File: src/design/sgoc_consts.svh
`ifndef SGOC_CONSTS_SVH
`define SGOC_CONSTS_SVH
// ****************************************
// Clock and millisecond tick
// ****************************************
`define SGOC_CLK_HZ 20000000
`define SGOC_TICK_MS 1
`define SGOC_TICK_CYC ((`SGOC_CLK_HZ / 1000) * `SGOC_TICK_MS)
// ****************************************
// Register offsets
// ****************************************
`define SGOC_A_CTRL 4'h0
`define SGOC_A_TRAV 4'h1
`define SGOC_A_CPUL 4'h2
`define SGOC_A_OPUL 4'h3
`define SGOC_A_TOUT 4'h4
`define SGOC_A_FTRP 4'h5
`define SGOC_A_STAT 4'h6
`define SGOC_A_NOPN 4'h7
`define SGOC_A_NCLS 4'h8
`define SGOC_A_FOPN 4'h9
`define SGOC_A_FCLS 4'hA
`define SGOC_A_CLR 4'hB
// ****************************************
// Control field positions
// ****************************************
`define SGOC_F_TYPE_LO 0
`define SGOC_F_REMOTE 2
`define SGOC_F_SYNC 3
`define SGOC_F_RDY_LO 4
`define SGOC_F_ACC_LO 6
`define SGOC_F_USRLVL_LO 8
`define SGOC_F_PANEL_OPN 10
`define SGOC_F_PANEL_CLS 11
// ****************************************
// Reset values (times in ms)
// ****************************************
`define SGOC_RST_CTRL 32'h0000_00A5
`define SGOC_RST_TRAV_MS 32'd200
`define SGOC_RST_CPUL_MS 32'd200
`define SGOC_RST_OPUL_MS 32'd200
`define SGOC_RST_TOUT_MS 32'd10000
`define SGOC_RST_FTRP_MS 32'd200
`endif

File: src/design/sgoc_pkg.sv
package sgoc_pkg;
    // Object type
    typedef enum logic [1:0] {
        SGOC_WDCB = 2'b00,
        SGOC_CB = 2'b01,
        SGOC_DISC = 2'b10,
        SGOC_EARTH = 2'b11
    } sgoc_type_t;
    // Breaker position
    typedef enum logic [1:0] {
        SGOC_MID = 2'b00,
        SGOC_OPEN = 2'b01,
        SGOC_CLOSED = 2'b10,
        SGOC_BAD = 2'b11
    } sgoc_pos_t;
    // Command sequencer
    typedef enum logic [1:0] {
        SGOC_IDLE = 2'b00,
        SGOC_PULSE = 2'b01,
        SGOC_WAIT = 2'b10
    } sgoc_state_t;
endpackage : sgoc_pkg

File: src/design/sgoc_top.sv
// Our own choices: the address-and-strobe port and the register addresses.
`timescale 1ns/1ps
`include "sgoc_consts.svh"
module sgoc_top
    import sgoc_pkg::*;
(
    // Clock and reset
    input wire logic clk_i,
    input wire logic rst_i,
    // Register port
    input wire logic [3:0] addr_i,
    input wire logic [31:0] wdata_i,
    input wire logic wr_i,
    input wire logic rd_i,
    output logic [31:0] rdata_o,
    // Object status inputs
    input wire logic open_sts_i,
    input wire logic close_sts_i,
    input wire logic cart_inserted_input_i,
    input wire logic cart_withdrawn_input_i,
    input wire logic ready_i,
    input wire logic sync_ok_i,
    // Command sources
    input wire logic local_open_i,
    input wire logic local_close_i,
    input wire logic remote_open_i,
    input wire logic remote_close_i,
    input wire logic app_open_i,
    input wire logic app_close_i,
    input wire logic reclose_pending_i,
    // Relay and status outputs
    output logic open_cmd_o,
    output logic close_cmd_o,
    output logic final_trip_o,
    output logic cmd_fail_o,
    output logic [1:0] brk_status_o,
    output logic [2:0] wd_status_o
);
    // ****************************************
    // Helpers
    // ****************************************
    function automatic logic [31:0] inc_sat(input logic [31:0] v);
        inc_sat = (v == 32'hFFFF_FFFF) ? v : v + 32'h0000_0001;
    endfunction : inc_sat

    function automatic logic [1:0] pos_of(input logic o, input logic c);
        pos_of = {c, o};
    endfunction : pos_of

    logic tick;
    sgoc_mstick u_tick
    (
        .clk_i(clk_i),
        .rst_i(rst_i),
        .tick_o(tick)
    );

    // ****************************************
    // Registers
    // ****************************************
    logic [31:0] ctrl_q, ctrl_d, trav_q, trav_d, cpul_q, cpul_d;
    logic [31:0] opul_q, opul_d, tout_q, tout_d, ftrp_q, ftrp_d;
    logic [31:0] n_opn_q, n_opn_d, n_cls_q, n_cls_d;
    logic [31:0] f_opn_q, f_opn_d, f_cls_q, f_cls_d;
    logic [31:0] rdata_q, rdata_d;
    sgoc_type_t otype;
    logic remote, use_sync, panel_ok, panel_opn, panel_cls;
    logic [1:0] rdy_mode;
    assign otype = sgoc_type_t'(ctrl_q[`SGOC_F_TYPE_LO +: 2]);
    assign remote = ctrl_q[`SGOC_F_REMOTE];
    assign use_sync = ctrl_q[`SGOC_F_SYNC];
    assign rdy_mode = ctrl_q[`SGOC_F_RDY_LO +: 2];
    // Panel writes honoured only at or above the required level
    assign panel_ok = wdata_i[`SGOC_F_USRLVL_LO +: 2]
        >= ctrl_q[`SGOC_F_ACC_LO +: 2];
    assign panel_opn = wr_i && addr_i == `SGOC_A_CTRL && panel_ok
        && wdata_i[`SGOC_F_PANEL_OPN];
    assign panel_cls = wr_i && addr_i == `SGOC_A_CTRL && panel_ok
        && wdata_i[`SGOC_F_PANEL_CLS];

    // ****************************************
    // Position monitoring
    // ****************************************
    logic [1:0] raw_pos, last_pos_q, last_pos_d, brk_q, brk_d;
    logic [31:0] trav_cnt_q, trav_cnt_d;
    logic [2:0] wd_q, wd_d;

    // Settled positions immediate, mid or bad after traverse time
    always_comb
    begin
        raw_pos = pos_of(open_sts_i, close_sts_i);
        last_pos_d = raw_pos;
        brk_d = brk_q;
        trav_cnt_d = trav_cnt_q;
        if (raw_pos != last_pos_q)
            trav_cnt_d = 32'h0000_0000;
        else if (tick && trav_cnt_q < trav_q)
            trav_cnt_d = trav_cnt_q + 32'h0000_0001;
        if (raw_pos == SGOC_OPEN || raw_pos == SGOC_CLOSED)
            brk_d = raw_pos;
        else if (raw_pos == last_pos_q && trav_cnt_q >= trav_q)
            brk_d = raw_pos;
        if (otype == SGOC_WDCB)
            wd_d = {1'b0, cart_inserted_input_i, cart_withdrawn_input_i};
        else
            wd_d = 3'h4;
    end

    // ****************************************
    // Command sequencer
    // ****************************************
    sgoc_state_t st_q, st_d;
    logic is_close_q, is_close_d, fail_d, fail_q;
    logic opn_q, opn_d, cls_q, cls_d;
    logic [31:0] pcnt_q, pcnt_d, tcnt_q, tcnt_d;
    logic req_open, req_close, can_ctrl, rdy_ok, sync_ok, done;
    logic ok_open, ok_close, bad_open, bad_close, trip_ev;

    // Source select, permission checks and pulse timing
    always_comb
    begin
        can_ctrl = (otype != SGOC_EARTH);
        req_open = app_open_i || panel_opn
            || (!remote && local_open_i)
            || (remote && remote_open_i);
        req_close = app_close_i || panel_cls
            || (!remote && local_close_i)
            || (remote && remote_close_i);
        rdy_ok = (rdy_mode == 2'h0) ? ready_i :
            (rdy_mode == 2'h1) ? !ready_i : 1'b1;
        sync_ok = !use_sync || sync_ok_i;
        if (otype == SGOC_DISC)
        begin
            rdy_ok = 1'b1;
            sync_ok = 1'b1;
        end
        st_d = st_q;
        is_close_d = is_close_q;
        opn_d = 1'b0;
        cls_d = 1'b0;
        pcnt_d = pcnt_q;
        tcnt_d = tcnt_q;
        fail_d = 1'b0;
        ok_open = 1'b0;
        ok_close = 1'b0;
        bad_open = 1'b0;
        bad_close = 1'b0;
        trip_ev = 1'b0;
        done = is_close_q ? (brk_q == SGOC_CLOSED) : (brk_q == SGOC_OPEN);
        case (st_q)
            SGOC_IDLE:
            begin
                pcnt_d = 32'h0000_0000;
                tcnt_d = 32'h0000_0000;
                if (can_ctrl && req_open)
                begin
                    is_close_d = 1'b0;
                    opn_d = 1'b1;
                    st_d = SGOC_PULSE;
                end
                else if (can_ctrl && req_close)
                begin
                    is_close_d = 1'b1;
                    if (rdy_ok && sync_ok)
                    begin
                        cls_d = 1'b1;
                        st_d = SGOC_PULSE;
                    end
                    else
                    begin
                        bad_close = 1'b1;
                        fail_d = 1'b1;
                    end
                end
            end
            SGOC_PULSE:
            begin
                if (tick)
                begin
                    pcnt_d = pcnt_q + 32'h0000_0001;
                    tcnt_d = tcnt_q + 32'h0000_0001;
                end
                // Pulse drops at cap or on new status
                if (done || pcnt_q >= (is_close_q ? cpul_q : opul_q))
                    st_d = SGOC_WAIT;
                else
                begin
                    opn_d = !is_close_q;
                    cls_d = is_close_q;
                end
            end
            SGOC_WAIT:
            begin
                if (tick)
                    tcnt_d = tcnt_q + 32'h0000_0001;
                if (done)
                begin
                    st_d = SGOC_IDLE;
                    ok_open = !is_close_q;
                    ok_close = is_close_q;
                    trip_ev = !is_close_q;
                end
                else if (tcnt_q >= tout_q)
                begin
                    st_d = SGOC_IDLE;
                    fail_d = 1'b1;
                    bad_open = !is_close_q;
                    bad_close = is_close_q;
                end
            end
            default:
                st_d = SGOC_IDLE;
        endcase
    end

    // ****************************************
    // Final trip output
    // ****************************************
    logic ft_q, ft_d;
    logic [31:0] ftcnt_q, ftcnt_d;

    // Pulse on finished open unless reclose expected; zero holds it
    always_comb
    begin
        ft_d = ft_q;
        ftcnt_d = ftcnt_q;
        if (trip_ev && !reclose_pending_i)
        begin
            ft_d = 1'b1;
            ftcnt_d = 32'h0000_0000;
        end
        else if (ft_q && ftrp_q != 32'h0000_0000)
        begin
            if (ftcnt_q >= ftrp_q)
                ft_d = 1'b0;
            else if (tick)
                ftcnt_d = ftcnt_q + 32'h0000_0001;
        end
        else if (ft_q && is_close_q && st_q != SGOC_IDLE)
            ft_d = 1'b0;
    end

    // ****************************************
    // Register writes, counters and read port
    // ****************************************
    always_comb
    begin
        ctrl_d = ctrl_q;
        trav_d = trav_q;
        cpul_d = cpul_q;
        opul_d = opul_q;
        tout_d = tout_q;
        ftrp_d = ftrp_q;
        if (wr_i)
        begin
            case (addr_i)
                `SGOC_A_CTRL: ctrl_d = {24'h000000, wdata_i[7:0]};
                `SGOC_A_TRAV: trav_d = wdata_i;
                `SGOC_A_CPUL: cpul_d = wdata_i;
                `SGOC_A_OPUL: opul_d = wdata_i;
                `SGOC_A_TOUT: tout_d = wdata_i;
                `SGOC_A_FTRP: ftrp_d = wdata_i;
                default: ctrl_d = ctrl_q;
            endcase
        end
        n_opn_d = ok_open ? inc_sat(n_opn_q) : n_opn_q;
        n_cls_d = ok_close ? inc_sat(n_cls_q) : n_cls_q;
        f_opn_d = bad_open ? inc_sat(f_opn_q) : f_opn_q;
        f_cls_d = bad_close ? inc_sat(f_cls_q) : f_cls_q;
        if (wr_i && addr_i == `SGOC_A_CLR && wdata_i[0])
        begin
            n_opn_d = 32'h0000_0000;
            n_cls_d = 32'h0000_0000;
            f_opn_d = 32'h0000_0000;
            f_cls_d = 32'h0000_0000;
        end
        rdata_d = 32'h0000_0000;
        if (rd_i)
        begin
            case (addr_i)
                `SGOC_A_CTRL: rdata_d = ctrl_q;
                `SGOC_A_TRAV: rdata_d = trav_q;
                `SGOC_A_CPUL: rdata_d = cpul_q;
                `SGOC_A_OPUL: rdata_d = opul_q;
                `SGOC_A_TOUT: rdata_d = tout_q;
                `SGOC_A_FTRP: rdata_d = ftrp_q;
                `SGOC_A_STAT: rdata_d = {24'h000000, ft_q, wd_q,
                    st_q, brk_q};
                `SGOC_A_NOPN: rdata_d = n_opn_q;
                `SGOC_A_NCLS: rdata_d = n_cls_q;
                `SGOC_A_FOPN: rdata_d = f_opn_q;
                `SGOC_A_FCLS: rdata_d = f_cls_q;
                default: rdata_d = 32'h0000_0000; // Clear reads 0
            endcase
        end
    end

    // All state registers
    always_ff @(posedge clk_i)
    begin
        if (rst_i)
        begin
            ctrl_q <= `SGOC_RST_CTRL;
            trav_q <= `SGOC_RST_TRAV_MS;
            cpul_q <= `SGOC_RST_CPUL_MS;
            opul_q <= `SGOC_RST_OPUL_MS;
            tout_q <= `SGOC_RST_TOUT_MS;
            ftrp_q <= `SGOC_RST_FTRP_MS;
            n_opn_q <= 32'h0000_0000;
            n_cls_q <= 32'h0000_0000;
            f_opn_q <= 32'h0000_0000;
            f_cls_q <= 32'h0000_0000;
            rdata_q <= 32'h0000_0000;
            last_pos_q <= 2'h0;
            brk_q <= 2'h0;
            trav_cnt_q <= 32'h0000_0000;
            wd_q <= 3'h4;
            st_q <= SGOC_IDLE;
            is_close_q <= 1'b0;
            opn_q <= 1'b0;
            cls_q <= 1'b0;
            fail_q <= 1'b0;
            pcnt_q <= 32'h0000_0000;
            tcnt_q <= 32'h0000_0000;
            ft_q <= 1'b0;
            ftcnt_q <= 32'h0000_0000;
        end
        else
        begin
            ctrl_q <= ctrl_d;
            trav_q <= trav_d;
            cpul_q <= cpul_d;
            opul_q <= opul_d;
            tout_q <= tout_d;
            ftrp_q <= ftrp_d;
            n_opn_q <= n_opn_d;
            n_cls_q <= n_cls_d;
            f_opn_q <= f_opn_d;
            f_cls_q <= f_cls_d;
            rdata_q <= rdata_d;
            last_pos_q <= last_pos_d;
            brk_q <= brk_d;
            trav_cnt_q <= trav_cnt_d;
            wd_q <= wd_d;
            st_q <= st_d;
            is_close_q <= is_close_d;
            opn_q <= opn_d;
            cls_q <= cls_d;
            fail_q <= fail_d;
            pcnt_q <= pcnt_d;
            tcnt_q <= tcnt_d;
            ft_q <= ft_d;
            ftcnt_q <= ftcnt_d;
        end
    end

    // Outputs straight from flip-flops
    assign rdata_o = rdata_q;
    assign open_cmd_o = opn_q;
    assign close_cmd_o = cls_q;
    assign final_trip_o = ft_q;
    assign cmd_fail_o = fail_q;
    assign brk_status_o = brk_q;
    assign wd_status_o = wd_q;
endmodule : sgoc_top

File: src/design/sgoc_mstick.sv
`timescale 1ns/1ps
`include "sgoc_consts.svh"
// One-cycle enable every millisecond
module sgoc_mstick
(
    // Clock and reset
    input wire logic clk_i,
    input wire logic rst_i,
    // Tick
    output logic tick_o
);
    localparam logic [14:0] LAST = 15'(`SGOC_TICK_CYC - 1);
    logic [14:0] cnt_q;
    logic [14:0] cnt_d;
    logic tick_q;
    logic tick_d;

    // Divider next state
    always_comb
    begin
        tick_d = (cnt_q == LAST);
        cnt_d = tick_d ? 15'h0000 : cnt_q + 15'h0001;
    end

    // Divider registers
    always_ff @(posedge clk_i)
    begin
        if (rst_i)
        begin
            cnt_q <= 15'h0000;
            tick_q <= 1'b0;
        end
        else
        begin
            cnt_q <= cnt_d;
            tick_q <= tick_d;
        end
    end

    assign tick_o = tick_q;
endmodule : sgoc_mstick

File: config.mk
export PLATFORM = sky130hd
export DESIGN_NAME = sgoc_top
export DESIGN_NICKNAME = d
export VERILOG_FILES = /design/src/design/sgoc_pkg.sv /design/src/design/sgoc_top.sv /design/src/design/sgoc_mstick.sv
export VERILOG_INCLUDE_DIRS = /design/src /design/src/design
export SDC_FILE = /design/constraint.sdc
export NUM_CORES = 1
export LEC_CHECK = 0
export BUFFER_PORTS_ARGS = -buffer_cell sky130_fd_sc_hd__buf_2
export CAP_MARGIN = 40
export CELL_PAD_IN_SITES_DETAIL_PLACEMENT = 0
export CELL_PAD_IN_SITES_GLOBAL_PLACEMENT = 2
export CORE_MARGIN = 2
export CORE_UTILIZATION = 41
export DETAILED_ROUTE_END_ITERATION = 12
export GPL_TIMING_DRIVEN = 0
export PLACE_DENSITY = 0.88
export SYNTH_ARGS = -nofsm -noshare
export SYNTH_HDL_FRONTEND = slang
export SYNTH_SLANG_ARGS = --single-unit
File: constraint.sdc
create_clock -name clk_i -period 4.7 [get_ports clk_i]
set_input_delay 0.705 -clock clk_i [delete_from_list [all_inputs] [get_ports clk_i]]
set_output_delay 0.705 -clock clk_i [all_outputs]
set_load 0.01 [all_outputs]
## After elaboration in Yosys (flattened, before gate mapping)

Index checks and enable logic that the tools add are counted.
Widths: inputs -> output; s select.

| storage, ports and cells | value |
|---|---|
| bits in registers | 486 |
| output and inout port bits | 41 |
| input port bits | 53 |
| logic and storage cells | 201 |

| cells by class | value |
|---|---|
| reductions and logical operators | 67 |
| bitwise logic cells | 7 |
| $lt $le $gt $ge | 6 |
| add/sub/neg operators | 9 |
| multiplexer cells | 51 |
| eq/ne operators | 34 |

Operator list:

| cell | count |
|---|---|
| $pmux 32 s11 | 1 |
| $add 32x1->32 const B | 8 |
| $eq 32x32->1 const B | 4 |
| $ge 32x32->1 | 4 |
| $pmux 32 s2 | 2 |
| $mux 32 | 3 |
| $lt 32x32->1 | 1 |
| $reduce_bool 32->1 | 1 |
| $mux 1 | 31 |
| $reduce_and 2->1 | 14 |
| $logic_and 1x1->1 | 19 |
| $eq 4x3->1 const B | 4 |
| $eq 4x4->1 const B | 4 |
| $mux 2 | 8 |
| $add 15x1->15 const B | 1 |
| $eq 15x15->1 const B | 1 |
| $reduce_or 2->1 | 7 |
| $reduce_bool 2->1 | 5 |
| $logic_or 1x1->1 | 9 |
| $ne 3x3->1 const B | 3 |
| $eq 2x1->1 const B | 4 |
| $eq 2x2->1 const B | 4 |
| $eq 4x2->1 const B | 2 |
| $pmux 1 s2 | 4 |
| other kinds (16) | 30 |

## Longest topological paths before layout

Gate-level depths: netlist (run 1).

| depth | value |
|---|---|
| word-level depth | 12 |
| mapped depth | 12 |
| mapped depth without buffers | 10 |

## Cells and area by module

A second synthesis (run 1) with hierarchy kept.

| second synthesis, totals | value |
|---|---|
| cells, all modules | 3146 |
| area total of the unflattened synthesis | 25607.1 um^2 |

Modules (own cells, without submodules):

| module | area each (um^2) | instances | cells an instance | sequential area each (um^2) |
|---|---|---|---|---|
| sgoc_top | 24902.6 | 1 | 3070 | 9409.0 |
| sgoc_mstick | 704.4 | 1 | 76 | 320.3 |

## Worst setup path after synthesis (run 1)

No wires, ideal clock.

| timing | value |
|---|---|
| path type | flip-flop to flip-flop |
| start | register is_close_q |
| end | register st_q[0] |
| stages on the path, launching flop included | 11 |
| setup slack | 1649 ps |
| path buffers | 2 |
| period minus slack after synthesis | 3051 ps |
| data required time | 4628 ps |
| library setup time | 72 ps |
| arrival | 2979 ps |
| cells stage by stage | dfxtp_1 clkbuf_1 clkbuf_1 mux2i_1 ha_1 nand4_1 nor4_1 nand2_1 o31a_1 a221oi_1 mux2i_1 |

| on the way | value |
|---|---|
| word-level cells in the longest chain between the ends | 5 |
| elaborated cells on any way between the ends | 9 |
| classes of those cells | 1 x order compare; 2 x eq/ne; 4 x mux; 2 x reduce/logical |

Ends and longest elaborated chain:

| item | line | RTL |
|---|---|---|
| start, declared | sgoc_top.sv:113 | `logic is_close_q, is_close_d, fail_d, fail_q;` |
| start signal, assigned | sgoc_top.sv:346 | `is_close_q <= is_close_d;` |
| $mux 32 | sgoc_top.sv:184 | `if (done \|\| pcnt_q >= (is_close_q ? cpul_q : opul_q))` |
| $ge 32x32->1 | sgoc_top.sv:184 |  |
| $logic_or 1x1->1 | sgoc_top.sv:184 |  |
| $ne 2x2->1 (no source line) | n/a |  |
| $reduce_and 4->1 (no source line) | n/a |  |
| end signal, assigned | sgoc_top.sv:345 | `st_q <= st_d;` |
| end, declared | sgoc_top.sv:112 | `sgoc_state_t st_q, st_d;` |

Several ways; a longest one is shown, not always the timed one.
A chain may end at the register's enable or synchronous reset.

## Worst setup path after layout (run 1)

Same ends and word-level chain as after synthesis.

==> results of run 1 <==
## worst reg2reg max path, stage by stage, from the launching register on
cell and delay (ns):
sky130_fd_sc_hd__dfxtp_1 0.39, sky130_fd_sc_hd__clkbuf_1 0.23, sky130_fd_sc_hd__buf_6 0.23, sky130_fd_sc_hd__clkbuf_1 0.67, sky130_fd_sc_hd__mux2i_1 0.24, sky130_fd_sc_hd__ha_1 0.35
sky130_fd_sc_hd__nand4_1 0.16, sky130_fd_sc_hd__nor4_1 0.55, sky130_fd_sc_hd__nand2_1 0.11, sky130_fd_sc_hd__o2111ai_1 0.12, sky130_fd_sc_hd__a21oi_1 0.12, sky130_fd_sc_hd__o31a_1 0.29
sky130_fd_sc_hd__a221oi_1 0.50, sky130_fd_sc_hd__mux2i_1 0.24
## cells in the final DEF, fill, tap and decap left out, types with 45 or more instances in the layout
cell and count:
sky130_fd_sc_hd__nand3_1 121, sky130_fd_sc_hd__xor2_1 71, sky130_fd_sc_hd__a21oi_1 255, sky130_fd_sc_hd__xnor2_1 99, sky130_fd_sc_hd__o21ai_0 72, sky130_fd_sc_hd__nand2_1 516, sky130_fd_sc_hd__nand4_1 88, sky130_fd_sc_hd__mux2i_1 48
sky130_fd_sc_hd__dfxtp_1 486, sky130_fd_sc_hd__nor3_1 65, sky130_fd_sc_hd__buf_2 95, sky130_fd_sc_hd__ha_1 142, sky130_fd_sc_hd__or3_1 49, sky130_fd_sc_hd__clkbuf_16 59, sky130_fd_sc_hd__and3_1 45, sky130_fd_sc_hd__clkbuf_1 155
sky130_fd_sc_hd__nor2_1 259, sky130_fd_sc_hd__inv_1 137
## cell type report
cell class / instances / area [sq um] / share of cell area (%)
clock inverters: 17 / 175 / 0.611
flip-flops and latches: 486 / 9730 / 33.9
repair buffers: 99 / 558 / 1.95
multi-input cells: 2345 / 14400 / 50.2
plain buffers: 165 / 634 / 2.21
diodes: 3 / 7.51 / 0.0262
clock buffers: 82 / 1680 / 5.87
inverters: 137 / 514 / 1.79
well taps: 782 / 978 / 3.41
## path summary, 6_finish.rpt
path / endpoint / startpoint / slack (ns) / depth (start not counted)
worst max register to register: st_q[0] / is_close_q / 0.45 / 13
worst max-delay path: st_q[0] / is_close_q / 0.45 / 13
worst min register to register: u_tick.cnt_q[0] / u_tick.cnt_q[0] / 0.48 / 1
worst min-delay path: wd_status_o[0] / cart_withdrawn_input_i / 0.28 / 2
## power by group through the flow
stage / Combinational, mW / Sequential, mW / Clock, mW
finish: 0.941 / 4.22 / 4.50
CTS: 0.916 / 4.22 / 4.56
global route: 0.978 / 4.22 / 4.72
floorplan: 0.484 / 4.28 / 0
global placement: 0.883 / 4.31 / 0
detailed placement: 0.913 / 4.31 / 0
## cell families after synthesis
logic type / count (synthesis)
buffers and inverters: 302
AOI/OAI and AO/OA: 599
adders and majority gates: 142
muxes: 59
and+or+nand+nor: 1375
xor gates and xnor gates: 170
DFF: 486
## cell usage after synthesis (45+ instances only)
| master | n |
|---|---|
| sky130_fd_sc_hd__inv_1 | 137 |
| sky130_fd_sc_hd__clkbuf_1 | 144 |
| sky130_fd_sc_hd__nor3_1 | 67 |
| sky130_fd_sc_hd__nand2_1 | 516 |
| sky130_fd_sc_hd__o21ai_0 | 72 |
| sky130_fd_sc_hd__nand3_1 | 121 |
| sky130_fd_sc_hd__nor2_1 | 259 |
| sky130_fd_sc_hd__ha_1 | 142 |
| sky130_fd_sc_hd__xnor2_1 | 99 |
| sky130_fd_sc_hd__xor2_1 | 71 |
| sky130_fd_sc_hd__a21oi_1 | 255 |
| sky130_fd_sc_hd__and3_1 | 45 |
| sky130_fd_sc_hd__nand4_1 | 88 |
| sky130_fd_sc_hd__or3_1 | 49 |
| sky130_fd_sc_hd__mux2i_1 | 48 |
| sky130_fd_sc_hd__dfxtp_1 | 486 |
## layer usage
| metal | routed length, um | vias to the layer above | GRT usage, % |
|---|---|---|---|
| li1 | - | 11500 | - |
| met4 | 6430 | 0 | 17.3 |
| met1 | 45900 | 12000 | 45.7 |
| met2 | 46400 | 1196 | 50.9 |
| met5 | 0 | - | 0 |
| met3 | 11300 | 287 | 7.62 |
## stage by stage
| step | setup WS (ns) | hold slack, ns |
|---|---|---|
| finish | 0.447 | 0.275 |
| global route | 0.167 | 0.274 |
| CTS | 0.469 | 0.250 |
| detailed placement | 0.488 | 0.465 |
| global placement | 0.261 | 0.447 |
| floorplan | 1.65 | 0.430 |
==> results.json, run 1 <==
{
  "run_status": "finished clean",
  "drv_cap": 0,
  "sort_of_element_at_the_end_of_the_critical_path": "flip-flop",
  "max-vdd-ir-drop_mv": 0.334,
  "power.total_mw": 9.66,
  "maximum_clock_frequency_mhz": 235,
  "finalInstanceArea_sq_um": 28700,
  "post-route-period-util_pct": 90.5,
  "yosysWarnings": 0,
  "placement.io_buffers": 88,
  "cts-buffers-inserted": 57,
  "placed_area_sq_um": 26800,
  "crit_slowest_cell": "sky130_fd_sc_hd__clkbuf_1",
  "cp_data_required_time_ns": 5.26,
  "post_synth_inst_count": 3133,
  "cts-root-buf": "sky130_fd_sc_hd__clkbuf_16",
  "slew_viol_final": 0,
  "peak_fanout_along_the_critical_path": 10,
  "synth_adder_area_share_pct": 7.03,
  "netlist_top_cells_area": "sky130_fd_sc_hd__dfxtp_1 (39%), sky130_fd_sc_hd__nand2_1 (7.7%), sky130_fd_sc_hd__ha_1 (7.0%)",
  "globalRoute.totalOverflow": 0,
  "intPower_mw": 7.02,
  "floorplan.initialDensity_pct": 41.7,
  "cts_setup_buffers": 0,
  "fin_worst_skew_ns": 0.0172,
  "routabilityCongestion": 1.01,
  "post_synth_xor_area_fraction_pct": 5.89,
  "pwr-share-comb_pct": 9.7,
  "cts-htree-levels": 2,
  "post_layout_minimum_cycle_time_ns": 4.25,
  "syn-mean-instance-area_sq_um": 8.06,
  "yosys.area.top_type": "sky130_fd_sc_hd__dfxtp_1",
  "coreArea_sq_um": 60600,
  "worstMarginPinSlew_ns": 1.10,
  "drc_errors": 0,
  "totalNegativeSetupSlack_ns": 0,
  "synth_largest_type_area_fraction_pct": 38.5,
  "hpwl_um": 87200,
  "critPathMaxStageDelay_ns": 0.66,
  "power_switching_mw": 2.64,
  "total_iterations_of_the_first_detailed_routing_run": 12,
  "largest_net_degree_at_the_start_of_global_routing": 15,
  "fill_cells": 5919,
  "netSwitchingFraction_pct": 27.3,
  "timing.max_slew.rel_slack_pct": 26.0,
  "grt_antenna_before_repair": 9,
  "grt_pass1_vias": 23100,
  "critPathBufInv": 3,
  "std_cell_rows": 90,
  "wire_length_of_the_first_global_routing_pass_um": 158000,
  "wl_per_cell_um": 26.7,
  "cp_cell_sequence": "clkbuf_1, buf_6, clkbuf_1, mux2i_1, ha_1, nand4_1, nor4_1, nand2_1, o2111ai_1, a21oi_1, o31a_1, a221oi_1, mux2i_1",
  "route.detailed.vias_per_inst": 6.06,
  "cts.hold.buffers_added": 0,
  "power-per-cell-area_nw_per_um2": 337,
  "timing.final.hold_violations": 0,
  "quantity_of_gates_resized_following_cts": 0,
  "totalWireLength_um": 110000,
  "route.antenna.remaining_nets": 0,
  "post-place-cells": 4014,
  "synth_seq_area_share_pct": 38.5,
  "crit_path_start_kind": "flip-flop",
  "post_route_cells_drive_above_1_share_pct": 7.21,
  "synth-edff-count": 0,
  "die_height_um": 252,
  "clk_pin_slew_ns": 0.06,
  "register_bit_count_reported_by_yosys": 486,
  "timing.hold.worst.class": "input pin to flip-flop",
  "rsz0062_at_grt": "false",
  "netlist-cell-type-count": 75,
  "portion_of_netlist_area_occupied_by_mux_cells_pct": 2.39,
  "synth_compound_area_share_pct": 15.3,
  "cts.sink_count": 486,
  "fp.dieArea_sq_um": 63600,
  "worst_ep_arrival_time_ns": 4.81,
  "drt-initial-drc-count": 2843,
  "combinational_family_with_the_most_area_after_synthesis": "simple AND/OR/NAND/NOR gates",
  "finalSetupViolCount": 0,
  "post_synth_and_or_nand_nor_area_fraction_pct": 26.3,
  "mappedNetlistNets": 3328,
  "max_buffers_root_to_sink": 3,
  "instances_no_fill": 4116,
  "final_net_count": 3486,
  "leakage_component_of_the_power_nw": 10.1,
  "ys_async_sr_fraction_pct": 0,
  "global_route.usage.total_pct": 34.0,
  "die_w_um": 252,
  "pwr-share-seq_pct": 43.7,
  "power_frac_clock_pct": 46.6,
  "vias": 25000,
  "crit_type": "flip-flop to flip-flop",
  "layout-area-overhead-vs-synth_pct": 13.5,
  "syn_area_sq_um": 25300,
  "top_level_ports": 94,
  "synth_top_flop_cell": "sky130_fd_sc_hd__dfxtp_1",
  "tritoncts": "built",
  "crit_family": "buffers and inverters",
  "finish.utilization_pct": 47.3,
  "clk-insertion-delay-late_ns": 0.64
}
(Power assumes the default switching activity.)
==> run 2: changes to the inputs <==
--- a/config.mk
+++ b/config.mk
@@ -11,10 +11,10 @@
 export CELL_PAD_IN_SITES_DETAIL_PLACEMENT = 0
 export CELL_PAD_IN_SITES_GLOBAL_PLACEMENT = 2
 export CORE_MARGIN = 2
-export CORE_UTILIZATION = 41
+export CORE_UTILIZATION = 38
 export DETAILED_ROUTE_END_ITERATION = 12
 export GPL_TIMING_DRIVEN = 0
-export PLACE_DENSITY = 0.88
+export PLACE_DENSITY = 0.82
 export SYNTH_ARGS = -nofsm -noshare
 export SYNTH_HDL_FRONTEND = slang
 export SYNTH_SLANG_ARGS = --single-unit
==> constraint.sdc (replaced) <==
create_clock -name clk_i -period 4.1 [get_ports clk_i]
set_input_delay 0.615 -clock clk_i [delete_from_list [all_inputs] [get_ports clk_i]]
set_output_delay 0.615 -clock clk_i [all_outputs]
set_load 0.01 [all_outputs]
==> run 2 against run 1 <==
Sequential power rose by 15%. Final cell count rose by 1.9%. Die area rose by 7.8%. Clock power rose by 16%. Critical path depth fell by 3. First-iteration DRC count fell by 1.1%. Register-to-register slack got worse by 0.20 ns. Via count fell by 1.2%. Clock skew rose by 0.0033 ns. Worst setup slack got worse by 0.20 ns. Fmax rose by 10%. Largest cell class unchanged. Largest power group unchanged. Highest routed layer is now met5.
==> results.json, run 2 (same netlist as run 1, synthesis figures left out) <==
{
  "cts_setup_buffers": 0,
  "global_route.usage.total_pct": 31.7,
  "hpwl_um": 88400,
  "critPathMaxStageDelay_ns": 0.50,
  "post_route_cells_drive_above_1_share_pct": 7.21,
  "fin_worst_skew_ns": 0.0205,
  "wire_length_of_the_first_global_routing_pass_um": 158000,
  "cts-buffers-inserted": 58,
  "vias": 24700,
  "timing.hold.worst.class": "input pin to flip-flop",
  "total_iterations_of_the_first_detailed_routing_run": 9,
  "hold_start": "cart_withdrawn_input_i",
  "crit_type": "flip-flop to flip-flop",
  "cts.hold.buffers_added": 0,
  "floorplan.initialDensity_pct": 38.4,
  "finish.utilization_pct": 43.8,
  "top_library_cells_by_usage_in_the_layout_fill_and_taps_aside": "sky130_fd_sc_hd__nand2_1 (516), sky130_fd_sc_hd__dfxtp_1 (486), sky130_fd_sc_hd__nor2_1 (259)",
  "worst_ep_arrival_time_ns": 4.41,
  "sort_of_element_at_the_end_of_the_critical_path": "flip-flop",
  "drc_errors": 0,
  "die_w_um": 262,
  "coreArea_sq_um": 65700,
  "whs_path_depth": 2,
  "layout-area-overhead-vs-synth_pct": 13.9,
  "placement.io_buffers": 88,
  "final_net_count": 3483,
  "route.antenna.remaining_nets": 0,
  "std_cell_rows": 94,
  "cts.sink_count": 486,
  "pwr-share-comb_pct": 9.4,
  "final_common_cell": "sky130_fd_sc_hd__nand2_1",
  "cts-htree-levels": 2,
  "grt.met1_usage_pct": 43.5,
  "globalRouteMet2Util_pct": 48.5,
  "drt-initial-drc-count": 2813,
  "run_status": "finished clean",
  "instances_no_fill": 4196,
  "intPower_mw": 8.08,
  "die_height_um": 262,
  "peak_fanout_along_the_critical_path": 10,
  "finalSetupViolCount": 0,
  "crit_path_start_kind": "flip-flop",
  "largest_net_degree_at_the_start_of_global_routing": 16,
  "cp_data_required_time_ns": 4.66,
  "rsz0062_at_grt": "false",
  "clk_pin_slew_ns": 0.06,
  "timing.final.hold_violations": 0,
  "crit_slowest_cell": "sky130_fd_sc_hd__nor4_1",
  "maximum_clock_frequency_mhz": 260,
  "cp_cell_sequence": "clkbuf_2, clkbuf_2, mux2i_1, ha_1, nand4_1, nor4_1, nand2_1, o31a_1, a221oi_2, mux2i_1",
  "cts-root-buf": "sky130_fd_sc_hd__clkbuf_16",
  "top_usage_layer_grt": "met2",
  "slew_viol_final": 0,
  "power_switching_mw": 3.02,
  "globalRoute.totalOverflow": 0,
  "grt_antenna_before_repair": 8,
  "leakage_component_of_the_power_nw": 10.0,
  "drv_cap": 0,
  "timing.max_slew.rel_slack_pct": 34.9,
  "pwr-share-seq_pct": 43.6,
  "fp.dieArea_sq_um": 68600,
  "netSwitchingFraction_pct": 27.2,
  "critical_path_origin": "is_close_q",
  "worst-r2r-cell-count": 10,
  "reg2reg_from": "is_close_q",
  "route.detailed.vias_per_inst": 5.88,
  "max-vdd-ir-drop_mv": 0.321,
  "routabilityCongestion": 1.05,
  "grt_use_met3_pct": 6.66,
  "power-per-cell-area_nw_per_um2": 386,
  "grt_pass1_vias": 23100,
  "totalWireLength_um": 110000,
  "power_frac_clock_pct": 47.0,
  "post-route-period-util_pct": 93.9,
  "post-place-cells": 4092,
  "top_level_ports": 94,
  "max_buffers_root_to_sink": 3,
  "clk-insertion-delay-late_ns": 0.64,
  "wl_per_cell_um": 26.3,
  "tritoncts": "built",
  "post_layout_minimum_cycle_time_ns": 3.85,
  "worstMarginPinSlew_ns": 0.971
}
[run 2: cell count changes in the layout (fill, tap and decap cells not counted), sizes merged]
cell      before  now
buf          120  116
clkinv         9    7
clkinvlp       3    5
bufinv         3    4
clkbuf       226  227
[run 2: worst max-delay path: cells and delay by family, from the launching register on]
kind	cells	cell delay, ns
simple gates	3	0.79
buf+inv	2	0.85
fa+ha+maj	1	0.19
mux	2	0.61
flops	1	0.40
compound gates	2	0.90
[run 2: worst paths after layout]
check                   endpoint  slack, ns
setup / recovery         st_q[1]       0.25
hold / removal    wd_status_o[0]       0.18
setup reg to reg         st_q[1]       0.25
hold reg to reg       tcnt_q[31]       0.49
[run 2: area by class of cell]
class                   instances  area, sq um
diodes                          3         7.51
plain buffers                 165          638
fillers                      6605        37000
repair buffers                 95          510
flip-flops and latches        486         9730
well taps                     864         1080
clock buffers                  83         1670
clock inverters                18          221
inverters                     137          514
multi-input cells            2345        14400
[run 2: per-layer routing]
metal | vias to the layer above | routed length [um]
met3 | 225 | 10000
met4 | 4 | 4620
met2 | 1062 | 47300
li1 | 11400 | -
met5 | - | 22
met1 | 11900 | 48200
[run 2: power by group through the flow]
stage / logic [mW] / registers, mW / clock network [mW]
2_1_floorplan: 0.555 / 4.91 / 0
3_3_place_gp: 0.993 / 4.94 / 0
3_5_place_dp: 1.02 / 4.94 / 0
4_1_cts: 1.02 / 4.84 / 5.29
5_1_grt: 1.10 / 4.84 / 5.47
6_report: 1.04 / 4.84 / 5.22
[run 2: timing repair]
item,4_1_cts,5_1_grt
pin swaps,0,0
gates cloned,0,0
resized for setup,3,1
endpoints found under the setup margin,4,2
[run 2: metrics by stage]
stage / setup TNS [ns] / hold WS [ns] / setup WS [ns] / total power [mW] / cell area (sq um)
floorplan: 0 / 0.430 / 1.05 / 5.46 / 25300
global placement: -1.37 / 0.445 / -0.410 / 5.94 / 26800
detailed placement: -1.66 / 0.478 / -0.502 / 5.96 / 26900
CTS: 0 / 0.159 / 0.110 / 11.1 / 28800
global route: 0 / 0.192 / 0.0188 / 11.4 / 28800
finish: 0 / 0.184 / 0.250 / 11.1 / 28800
